## src/rtl/rio_pkg.sv

```systemverilog
// Constants and carrier types for the RTC interrupt output logic.
// Assumes one 200 MHz clock; all slow rates arrive as one-cycle ticks.
`default_nettype none
package rio_pkg;
   // ----------------------------------------
   // Timing
   // ----------------------------------------
   localparam int unsigned CLK_HZ = 200_000_000;
   localparam int unsigned PULSE_CNT_W = 8;
   // Pulse widths counted in ticks of an 8192 Hz enable
   localparam logic [PULSE_CNT_W-1:0] W_8192 = 8'h01;
   localparam logic [PULSE_CNT_W-1:0] W_4096 = 8'h02;
   localparam logic [PULSE_CNT_W-1:0] W_128 = 8'h40;
   localparam logic [PULSE_CNT_W-1:0] W_64 = 8'h80;
   localparam int unsigned TICK_HZ = 8192;
   localparam int unsigned TICK_DIV = CLK_HZ / TICK_HZ;
   localparam int unsigned CD_RELOAD_W = 8;
   localparam logic [CD_RELOAD_W-1:0] CD_RELOAD_ONE = 8'h01;
   localparam logic [CD_RELOAD_W-1:0] CD_RELOAD_STOP = 8'h00;

   // ----------------------------------------
   // Types
   // ----------------------------------------
   typedef enum logic [1:0] {CD_SRC_4096, CD_SRC_64, CD_SRC_1, CD_SRC_1_60} rio_cd_src_t;

   typedef struct packed {
      logic second_irq_en;
      logic minute_irq_en;
      logic countdown_irq_en;
      logic [1:0] watchdog_ctrl_field;
      logic alarm_irq_en;
      logic timestamp_irq_en;
      logic switchover_irq_en;
      logic battery_low_irq_en;
      logic timer_pulse_select;
      logic battery_timestamp_link_en;
   } rio_cfg_t;

   typedef struct packed {
      logic sec_min;
      logic countdown;
      logic alarm;
      logic timestamp;
      logic switchover;
   } rio_clr_t;

   typedef struct packed {
      logic sec_min_flag;
      logic countdown_flag;
      logic watchdog_flag;
      logic alarm_flag;
      logic [1:0] timestamp_flags;
      logic switchover_flag;
      logic battery_low_flag;
   } rio_flags_t;
endpackage : rio_pkg
`default_nettype wire

```

## src/rtl/rio_pulse.sv

```systemverilog
// One interrupt pulse generator: starts on a flag set, ends on width or clear.
// Assumes a slow tick enable and a width measured in ticks.
`default_nettype none
module rio_pulse
   import rio_pkg::*;
(
   input wire logic mclk_i,
   input wire logic rst_b_i,
   input wire logic tick_i,
   input wire logic start_i,
   input wire logic flag_i,
   input wire logic [PULSE_CNT_W-1:0] width_i,
   output logic active_o
);
   typedef struct packed {
      logic act;
      logic [PULSE_CNT_W-1:0] cnt;
   } rio_pulse_st_t;
   rio_pulse_st_t s_q, s_d;

   always_comb
   begin
      s_d = s_q;
      if (start_i)
      begin
         s_d.act = 1'b1;
         s_d.cnt = width_i;
      end
      else if (s_q.act && !flag_i)
      begin
         s_d.act = 1'b0;
      end
      else if (s_q.act && tick_i)
      begin
         s_d.cnt = s_q.cnt - 8'h01;
         if (s_q.cnt <= 8'h01)
         begin
            s_d.act = 1'b0;
         end
      end
   end

   always_ff @(posedge mclk_i or negedge rst_b_i)
   begin
      if (!rst_b_i)
      begin
         s_q <= '0;
      end
      else
      begin
         s_q <= s_d;
      end
   end
   assign active_o = s_q.act;
endmodule : rio_pulse
`default_nettype wire

```

## src/rtl/rio_tick.sv

```systemverilog
// Divider giving the 8192 Hz one-cycle enable.
// Assumes the system clock of the package.
`default_nettype none
module rio_tick
   import rio_pkg::*;
#(
   parameter int unsigned DIV = TICK_DIV
)
(
   input wire logic mclk_i,
   input wire logic rst_b_i,
   output logic tick_o
);
   typedef struct packed {
      logic [15:0] cnt;
      logic tick;
   } rio_tick_st_t;
   rio_tick_st_t s_q, s_d;

   always_comb
   begin
      s_d = s_q;
      s_d.tick = 1'b0;
      if (s_q.cnt == 16'(DIV - 1))
      begin
         s_d.cnt = 16'h0000;
         s_d.tick = 1'b1;
      end
      else
      begin
         s_d.cnt = s_q.cnt + 16'h0001;
      end
   end

   always_ff @(posedge mclk_i or negedge rst_b_i)
   begin
      if (!rst_b_i)
      begin
         s_q <= '0;
      end
      else
      begin
         s_q <= s_d;
      end
   end
   assign tick_o = s_q.tick;
endmodule : rio_tick
`default_nettype wire

```

## src/rtl/rio_top.sv

```systemverilog
// Interrupt flag keeping and open-drain interrupt output of the RTC.
// Assumes event strobes from the timers, detector and tamper logic are one-cycle pulses.
`default_nettype none
module rio_top
   import rio_pkg::*;
#(
   parameter int unsigned TICK_DIVIDE = TICK_DIV
)
(
   // Clock and reset
   input wire logic mclk_i,
   input wire logic rst_b_i,
   // Configuration
   input wire rio_cfg_t cfg_i,
   input wire rio_cd_src_t cd_src_i,
   input wire logic [CD_RELOAD_W-1:0] cd_reload_i,
   // Events
   input wire logic sec_inc_i,
   input wire logic min_inc_i,
   input wire logic countdown_expire_i,
   input wire logic watchdog_flag_i,
   input wire logic alarm_match_i,
   input wire logic tamper_mid_i,
   input wire logic tamper_gnd_i,
   input wire logic switchover_event_i,
   input wire logic battery_low_i,
   // Host flag clears
   input wire rio_clr_t clr_i,
   // Status and capture
   output rio_flags_t flags_o,
   output logic ts_capture_o,
   // Open-drain pin, low when enabled
   output logic int_pin_o,
   output logic int_pin_oe_o
);
   typedef struct packed {
      rio_flags_t fl;
      logic cap;
      logic oe;
   } rio_st_t;
   rio_st_t s_q, s_d;

   logic tick;
   logic sm_set, cd_set, sm_pulse, cd_pulse;
   logic [PULSE_CNT_W-1:0] cd_width;
   logic sw_take, ts_take, frozen;
   logic any_en, any_act;

   rio_tick #(.DIV(TICK_DIVIDE)) u_tick
   (
      .mclk_i(mclk_i),
      .rst_b_i(rst_b_i),
      .tick_o(tick)
   );

   // ----------------------------------------
   // Flag set terms
   // ----------------------------------------
   always_comb
   begin
      if (cfg_i.second_irq_en)
      begin
         sm_set = sec_inc_i;
      end
      else if (cfg_i.minute_irq_en)
      begin
         sm_set = min_inc_i;
      end
      else
      begin
         sm_set = 1'b0;
      end
      cd_set = countdown_expire_i && (cd_reload_i != CD_RELOAD_STOP);
      // Width depends on source, and on reload value for the 4096 and 64 sources only
      case (cd_src_i)
         CD_SRC_4096: cd_width = (cd_reload_i == CD_RELOAD_ONE) ? W_8192 : W_4096;
         CD_SRC_64: cd_width = (cd_reload_i == CD_RELOAD_ONE) ? W_128 : W_64;
         default: cd_width = W_64;
      endcase
   end

   // Once the flag holds, later switch-overs are dropped, and with the link on tamper edges too
   assign frozen = cfg_i.battery_timestamp_link_en && s_q.fl.switchover_flag;
   assign sw_take = switchover_event_i && !s_q.fl.switchover_flag;
   assign ts_take = (tamper_mid_i || tamper_gnd_i) && !frozen;

   // ----------------------------------------
   // Pulse generators
   // ----------------------------------------
   rio_pulse u_sm_pulse
   (
      .mclk_i(mclk_i),
      .rst_b_i(rst_b_i),
      .tick_i(tick),
      .start_i(sm_set && cfg_i.timer_pulse_select),
      .flag_i(s_q.fl.sec_min_flag && !clr_i.sec_min),
      .width_i(W_64),
      .active_o(sm_pulse)
   );

   rio_pulse u_cd_pulse
   (
      .mclk_i(mclk_i),
      .rst_b_i(rst_b_i),
      .tick_i(tick),
      .start_i(cd_set && cfg_i.timer_pulse_select),
      .flag_i(s_q.fl.countdown_flag && !clr_i.countdown),
      .width_i(cd_width),
      .active_o(cd_pulse)
   );

   // ----------------------------------------
   // Flags, capture and pin
   // ----------------------------------------
   always_comb
   begin
      s_d = s_q;
      // Set wins over a clear in the same cycle
      if (clr_i.sec_min) s_d.fl.sec_min_flag = 1'b0;
      if (sm_set) s_d.fl.sec_min_flag = 1'b1;
      if (clr_i.countdown) s_d.fl.countdown_flag = 1'b0;
      if (cd_set) s_d.fl.countdown_flag = 1'b1;
      if (clr_i.alarm) s_d.fl.alarm_flag = 1'b0;
      if (alarm_match_i) s_d.fl.alarm_flag = 1'b1;
      if (clr_i.timestamp) s_d.fl.timestamp_flags = 2'h0;
      if (ts_take) s_d.fl.timestamp_flags[0] = 1'b1;
      if (ts_take && tamper_gnd_i) s_d.fl.timestamp_flags[1] = 1'b1;
      if (clr_i.switchover) s_d.fl.switchover_flag = 1'b0;
      if (sw_take) s_d.fl.switchover_flag = 1'b1;
      s_d.fl.watchdog_flag = watchdog_flag_i;
      s_d.fl.battery_low_flag = battery_low_i;
      // Switch-over capture only with link on, tamper unless frozen; flag set is this same edge, after the store
      s_d.cap = ts_take || (sw_take && cfg_i.battery_timestamp_link_en);
      any_en = cfg_i.second_irq_en || cfg_i.minute_irq_en || cfg_i.countdown_irq_en
         || (cfg_i.watchdog_ctrl_field != 2'h0) || cfg_i.alarm_irq_en
         || cfg_i.timestamp_irq_en || cfg_i.switchover_irq_en || cfg_i.battery_low_irq_en;
      any_act = 1'b0;
      // Pulse select only matters for the two timer sources
      if (cfg_i.timer_pulse_select)
      begin
         any_act = (sm_pulse && (cfg_i.second_irq_en || cfg_i.minute_irq_en))
            || (cd_pulse && cfg_i.countdown_irq_en);
      end
      else
      begin
         any_act = (s_q.fl.sec_min_flag && (cfg_i.second_irq_en || cfg_i.minute_irq_en))
            || (s_q.fl.countdown_flag && cfg_i.countdown_irq_en);
      end
      any_act = any_act
         || (s_q.fl.watchdog_flag && (cfg_i.watchdog_ctrl_field != 2'h0))
         || (s_q.fl.alarm_flag && cfg_i.alarm_irq_en)
         || ((s_q.fl.timestamp_flags != 2'h0) && cfg_i.timestamp_irq_en)
         || (s_q.fl.switchover_flag && cfg_i.switchover_irq_en)
         || (s_q.fl.battery_low_flag && cfg_i.battery_low_irq_en);
      s_d.oe = any_en && any_act;
   end

   always_ff @(posedge mclk_i or negedge rst_b_i)
   begin
      if (!rst_b_i)
      begin
         s_q <= '0;
      end
      else
      begin
         s_q <= s_d;
      end
   end

   assign flags_o = s_q.fl;
   assign ts_capture_o = s_q.cap;
   assign int_pin_o = 1'b0;
   assign int_pin_oe_o = s_q.oe;
endmodule : rio_top
`default_nettype wire

```

## config.mk

```make
export PLATFORM = sky130hd
export DESIGN_NAME = rio_top
export DESIGN_NICKNAME = d
export VERILOG_FILES = /design/src/rtl/rio_pkg.sv /design/src/rtl/rio_pulse.sv /design/src/rtl/rio_tick.sv /design/src/rtl/rio_top.sv
export SDC_FILE = /design/constraint.sdc
export NUM_CORES = 1
export LEC_CHECK = 0
export BUFFER_PORTS_ARGS = -buffer_cell sky130_fd_sc_hd__buf_2
export CORE_ASPECT_RATIO = 0.5
export CORE_MARGIN = 4
export CORE_UTILIZATION = 42
export DETAILED_ROUTE_END_ITERATION = 6
export SYNTH_ARGS = -nofsm -noshare
export SYNTH_HDL_FRONTEND = slang
export SYNTH_SLANG_ARGS = --single-unit
```

## constraint.sdc

```tcl
create_clock -name mclk_i -period 4.07 [get_ports mclk_i]
set_clock_uncertainty 0.2 [all_clocks]
set_input_delay 1.221 -clock mclk_i [delete_from_list [all_inputs] [get_ports mclk_i]]
set_output_delay 1.221 -clock mclk_i [all_outputs]
set_load 0.01 [all_outputs]
```

==> run summary, run 1 <==
# rows -> 18
CTS sink count -> 45
Final Setup Violations -> 0
hold path depth -> 1
root buffer cell -> clkbuf_8
hold_buf cts -> 0
vias -> 1,713
Final Hold Vio Count -> 0
critical path class -> in2reg
sequential share of power -> 0.523
synth top area cells -> dfrtp_1, nor2_1, xnor2_1
post-synthesis cell type count -> 42
Async SR Flop Fraction -> 1.00
Util after Layout -> 0.521
post-route ant nets -> 0
Psw -> 208 uW
Max-Cap Viols -> 0
total routing usage reported by global routing -> 0.146
DIE AREA -> 6650 sq um
maximum VDD drop -> 146 uV
detailed router's first-iteration violation count -> 103
clock slew at reported path FFs -> 0.08 ns
final instance area -> 2630 sq um
drt first pass iters -> 4
final global-route overflow total -> 0
clock network fraction of total power -> 0.389
Slew @ Worst Pin -> 0.969 ns
Main synth FF type -> dfrtp_1
TNS Setup -> 0 ns
Comb pwr share -> 0.088
switching share of power -> 0.230
Setup WS post-layout -> 1.60 ns
WHS -> 0.303 ns
CTS tree -> built
Post-Syn Instances -> 226
Placed Area -> 2510 sq um
Antenna diodes -> 0
area leader, netlist -> dfrtp_1
Hold Crit Class -> reg2reg
final net count -> 315
vias in the first global route -> 1,708
pin count of the biggest net entering global routing -> 46
setup bufs post-CTS -> 0
share of the synthesized area in the top cell type -> 0.501
CP required -> 4.06 ns
PwrDens -> 344 nW/um^2
core area -> 5040 sq um
sequential area share after synthesis -> 0.501
drt drc -> 0
number of synthesized flops with an enable pin -> 0
Initial Util -> 0.445
Mean Syn Cell Area -> 9.94 sq um
DP HPWL -> 3270 um
Startpoint Class -> input port
Clock Tree Buf Depth -> 2
Resize count post-CTS -> 0
CP Capture Type -> register
H-Tree Depth -> 2
reg2reg setup slack -> 1.89 ns
status -> finished, final reports clean
P_leak -> 0.00119 uW
period utilisation layout -> 0.606
FF-to-FF path depth -> 4
Synthesized Nets -> 269
worst-path fanout max -> 11
Skew-Pair Late Insertion Delay -> 0.30 ns
drt wl/cell -> 12.9 um
Slew Viols, Final -> 0
gpl congestion -> 0.849
FMAX -> 0.405 GHz
number of buffers created by CTS -> 5
port bufs -> 46
I/O pins -> 48
Placement Setup Slack -> 1.29 ns
overall die height -> 59.7 um
CP Data Arrival Time -> 2.46 ns
YS warnings -> 0
max_slew headroom -> 0.354
area delta synth->final -> 17.0%
RSZ-0062 raised after global routing -> false
Yosys reg bits -> 45
internal power -> 695 uW
Cell Area, Synth -> 2250 sq um
antenna violations before repair -> 0
die width -> 111 um
vias per cell -> 4.99
Final Critical Period -> 2.47 ns
layout cells sized above 1 -> 0.220
first-pass GRT wire length -> 7730 um
WL final -> 4440 um
layer usage:
metal | GRT usage | share of wire | routed length (um)
met1 | 0.184 | 0.47 | 2080
met2 | 0.251 | 0.47 | 2100
met3 | 0.0435 | 0.051 | 228
met4 | 0.0416 | 0.0083 | 37
met5 | 0 | 0 | 0
synth_stat cells (all sizes together) (3+ instances only):
master	number
xor2	13
nor4	4
ha	6
a211oi	3
inv	14
buf	5
a21oi	8
dfrtp	45
nor3	8
nand2	14
nor2	35
o21ai	9
nand4	8
xnor2	13
nand3	10
cell type report:
type,instances,area (sq um)
Clock inverter,2,37.5
Multi-Input combinational cell,160,1010
Fill cell,479,2420
Sequential cell,45,1130
Inverter,14,52.6
Timing Repair Buffer,46,230
Tap cell,70,87.6
Clock buffer,6,82.6
layout by cell type, fill, tap and decap left out, types with 2 or more instances in the layout:
cell / netlist / layout
buf_2: 2 / 46
dfrtp_1: 45 / 45
nor2_1: 33 / 33
inv_1: 14 / 14
nand2_1: 14 / 14
xnor2_1: 13 / 13
xor2_1: 13 / 13
nand3_1: 10 / 10
o21ai_0: 9 / 9
nand4_1: 8 / 8
nor3_1: 8 / 8
a21oi_1: 8 / 8
ha_1: 6 / 6
clkbuf_8: 0 / 6
nor4_1: 3 / 3
a211oi_1: 3 / 3
nor2_2: 2 / 2
nor2b_1: 2 / 2
and4b_1: 2 / 2
mux2i_1: 2 / 2
o2111ai_1: 2 / 2
a41o_1: 2 / 2
nand4b_1: 2 / 2
o31ai_1: 2 / 2
or4_1: 2 / 2
cells by family (layout without fill, tap and decap cells):
| logic type | count (synthesis) | in the layout | share of synthesized area |
|---|---|---|---|
| AND/OR/NAND/NOR | 95 | 95 | 0.218 |
| flip-flops | 45 | 45 | 0.501 |
| AO/OA/AOI/OAI | 30 | 30 | 0.0869 |
| XOR/XNOR | 26 | 26 | 0.101 |
| buffers and inverters | 21 | 68 | 0.0485 |
| adder cells (fa/ha/maj) | 6 | 6 | 0.0334 |
| multiplexers | 2 | 2 | 0.00891 |
| other | 1 | 1 | 0.00167 |
critical path, stage by stage:
cell and delay, ns:
buf_2 0.10, nand2_1 0.08, a21oi_1 0.70, a211oi_1 0.09, a31o_2 0.26
final timing paths:
| path | start | endpoint |
|---|---|---|
| min in group asynchronous | rst_b_i | u_cd_pulse.s_q[0]$_DFFE_PN0P_ |
| max in group asynchronous | rst_b_i | u_tick.s_q[4]$_DFF_PN0_ |
| max | cfg_i[1] | u_cd_pulse.s_q[1]$_DFFE_PN0P_ |
| min | flags_o[4]$_DFFE_PN0P_ | flags_o[4]$_DFFE_PN0P_ |
| min reg2reg | flags_o[4]$_DFFE_PN0P_ | flags_o[4]$_DFFE_PN0P_ |
| max reg2reg | u_tick.s_q[6]$_DFF_PN0_ | u_tick.s_q[12]$_DFF_PN0_ |
flip-flops by register name, summed over array words and instances (netlist names):
| register | cells |
|---|---|
| int_pin_oe_o | 1 |
| flags_o | 8 |
| u_tick.s_q | 16 |
| u_sm_pulse.active_o | 1 |
| u_sm_pulse.s_q | 8 |
| u_cd_pulse.s_q | 8 |
| u_cd_pulse.active_o | 1 |
| ts_capture_o | 1 |
| u_tick.tick_o | 1 |
power groups by stage:
stage | combinational, uW | clock (uW) | sequential (uW)
floorplan | 31.7 | 0 | 484
finish | 79.4 | 352 | 472
CTS | 81.3 | 360 | 472
detailed placement | 81.0 | 0 | 481
global placement | 79.7 | 0 | 481
global route | 91.4 | 382 | 475
stage by stage:
step	instances	power, uW
after global placement	335	560
after floorplan	226	515
final	343	903
after detailed placement	335	562
after CTS	343	914
after global routing	343	948
Power figures use the tool's default switching activity.
==> inputs of run 2 (changes only) <==
==> constraint.sdc (replaced) <==
create_clock -name mclk_i -period 2.5 [get_ports mclk_i]
set_clock_uncertainty 0.2 [all_clocks]
set_input_delay 0.75 -clock mclk_i [delete_from_list [all_inputs] [get_ports mclk_i]]
set_output_delay 0.75 -clock mclk_i [all_outputs]
set_load 0.01 [all_outputs]
==> run 2 against run 1 <==
  * Core utilization increased by 0.67 points
  * Sequential share of layout area decreased by 0.54 points
  * Non-clock buffer count up 7
  * Cell area up 1.3%
  * Critical path depth unchanged
  * Global-route usage is 0.22 points higher
  * Largest cell class unchanged
==> run summary, run 2 (synthesis results as in run 1) <==
status -> finished, final reports clean
hold_buf cts -> 0
final net count -> 322
register area -> 1130 sq um
detailed router's first-iteration violation count -> 89
Final Total Pwr -> 1380 uW
H-Tree Depth -> 2
FMAX -> 0.492 GHz
Most flops, register -> u_tick.s_q
reg2reg setup slack -> 0.55 ns
TNS Setup -> 0 ns
root buffer cell -> clkbuf_8
die width -> 111 um
P_leak -> 0.00123 uW
Max-Cap Viols -> 0
Antenna diodes -> 0
Slew @ Worst Pin -> 0.896 ns
area delta synth->final -> 18.5%
drt wl/cell -> 13.0 um
CP Data Arrival Time -> 2.05 ns
RSZ-0062 raised after global routing -> false
DIE AREA -> 6650 sq um
max reg flops -> 16
area of the multi-input gates -> 1010 sq um
core area -> 5040 sq um
number of buffers created by CTS -> 5
Final Hold Vio Count -> 0
worst-path fanout max -> 4
Startpoint Class -> input port
commonest non-fill, non-tap cell in the layout -> buf_2
WL final -> 4540 um
total routing usage reported by global routing -> 0.148
Placed Area -> 2560 sq um
critical path class -> in2reg
port bufs -> 46
vias -> 1,783
drt drc -> 0
pin count of the biggest net entering global routing -> 31
overall die height -> 59.7 um
DP HPWL -> 3540 um
Resize count post-CTS -> 0
Hold Crit Class -> in2async
CTS sink count -> 45
setup bufs post-CTS -> 0
post-route ant nets -> 0
Util after Layout -> 0.528
drt first pass iters -> 4
gpl congestion -> 0.796
clock slew at reported path FFs -> 0.08 ns
vias in the first global route -> 1,748
first-pass GRT wire length -> 7910 um
vias per cell -> 5.09
Skew-Pair Late Insertion Delay -> 0.29 ns
antenna violations before repair -> 0
PwrDens -> 520 nW/um^2
Clock Tree Buf Depth -> 2
period utilisation layout -> 0.813
Final Setup Violations -> 0
maximum VDD drop -> 321 uV
I/O pins -> 48
final instance area -> 2660 sq um
layout cells sized above 1 -> 0.239
CTS tree -> built
Initial Util -> 0.445
final global-route overflow total -> 0
CP required -> 2.52 ns
max_slew headroom -> 0.403
CP Capture Type -> register
fillers -> 492
Slew Viols, Final -> 0
Final Critical Period -> 2.03 ns
# rows -> 18
most frequent cells in the layout -> buf_2, dfrtp_1, nor2_1
[run 2: worst max-delay path, stage by stage]
cell and delay (ns):
buf_2 0.10, nor4_2 0.42, nand3_1 0.18, or3b_2 0.47, mux2i_1 0.13
[run 2: where the power goes]
group	internal (uW)	switching [uW]
clock	250	233
sequential	750	18.7
combinational	60.0	73.0
total	1060	325
[run 2: final cells by class]
type                    count  share of cell area
inverters                  14              0.0197
repair buffers             53               0.106
flip-flops and latches     45               0.423
clock inverters             1             0.00188
multi-input cells         160               0.380
well taps                  70              0.0329
clock buffers               7              0.0362
[run 2: final timing paths]
kind | end | start | cells past startpoint
worst max-delay path | u_cd_pulse.s_q[6]$_DFFE_PN0P_ | cd_reload_i[3] | 5
worst min-delay path | u_cd_pulse.s_q[0]$_DFFE_PN0P_ | rst_b_i | 1
worst max register to register | u_tick.s_q[15]$_DFF_PN0_ | u_tick.s_q[6]$_DFF_PN0_ | 5
worst min register to register | u_tick.s_q[16]$_DFF_PN0_ | u_tick.s_q[16]$_DFF_PN0_ | 1
max in group asynchronous | flags_o[3]$_DFFE_PN0P_ | rst_b_i | 2
min in group mclk_i | u_tick.s_q[16]$_DFF_PN0_ | u_tick.s_q[16]$_DFF_PN0_ | 1
[run 2: metal layers]
metal / vias up / track usage / part of all wire
li1: 878 / - / -
met1: 870 / 0.184 / 0.46
met2: 30 / 0.260 / 0.48
met3: 5 / 0.0425 / 0.050
met4: 0 / 0.0433 / 0.0068
met5: - / 0 / 0
[run 2: through the flow]
step	hold slack, ns	instances	setup WS (ns)
after floorplan	0.239	226	0.401
final	0.282	350	0.469
after global placement	0.278	342	0.212
after CTS	0.282	350	0.463
after detailed placement	0.264	342	0.145
after global routing	0.296	350	0.228
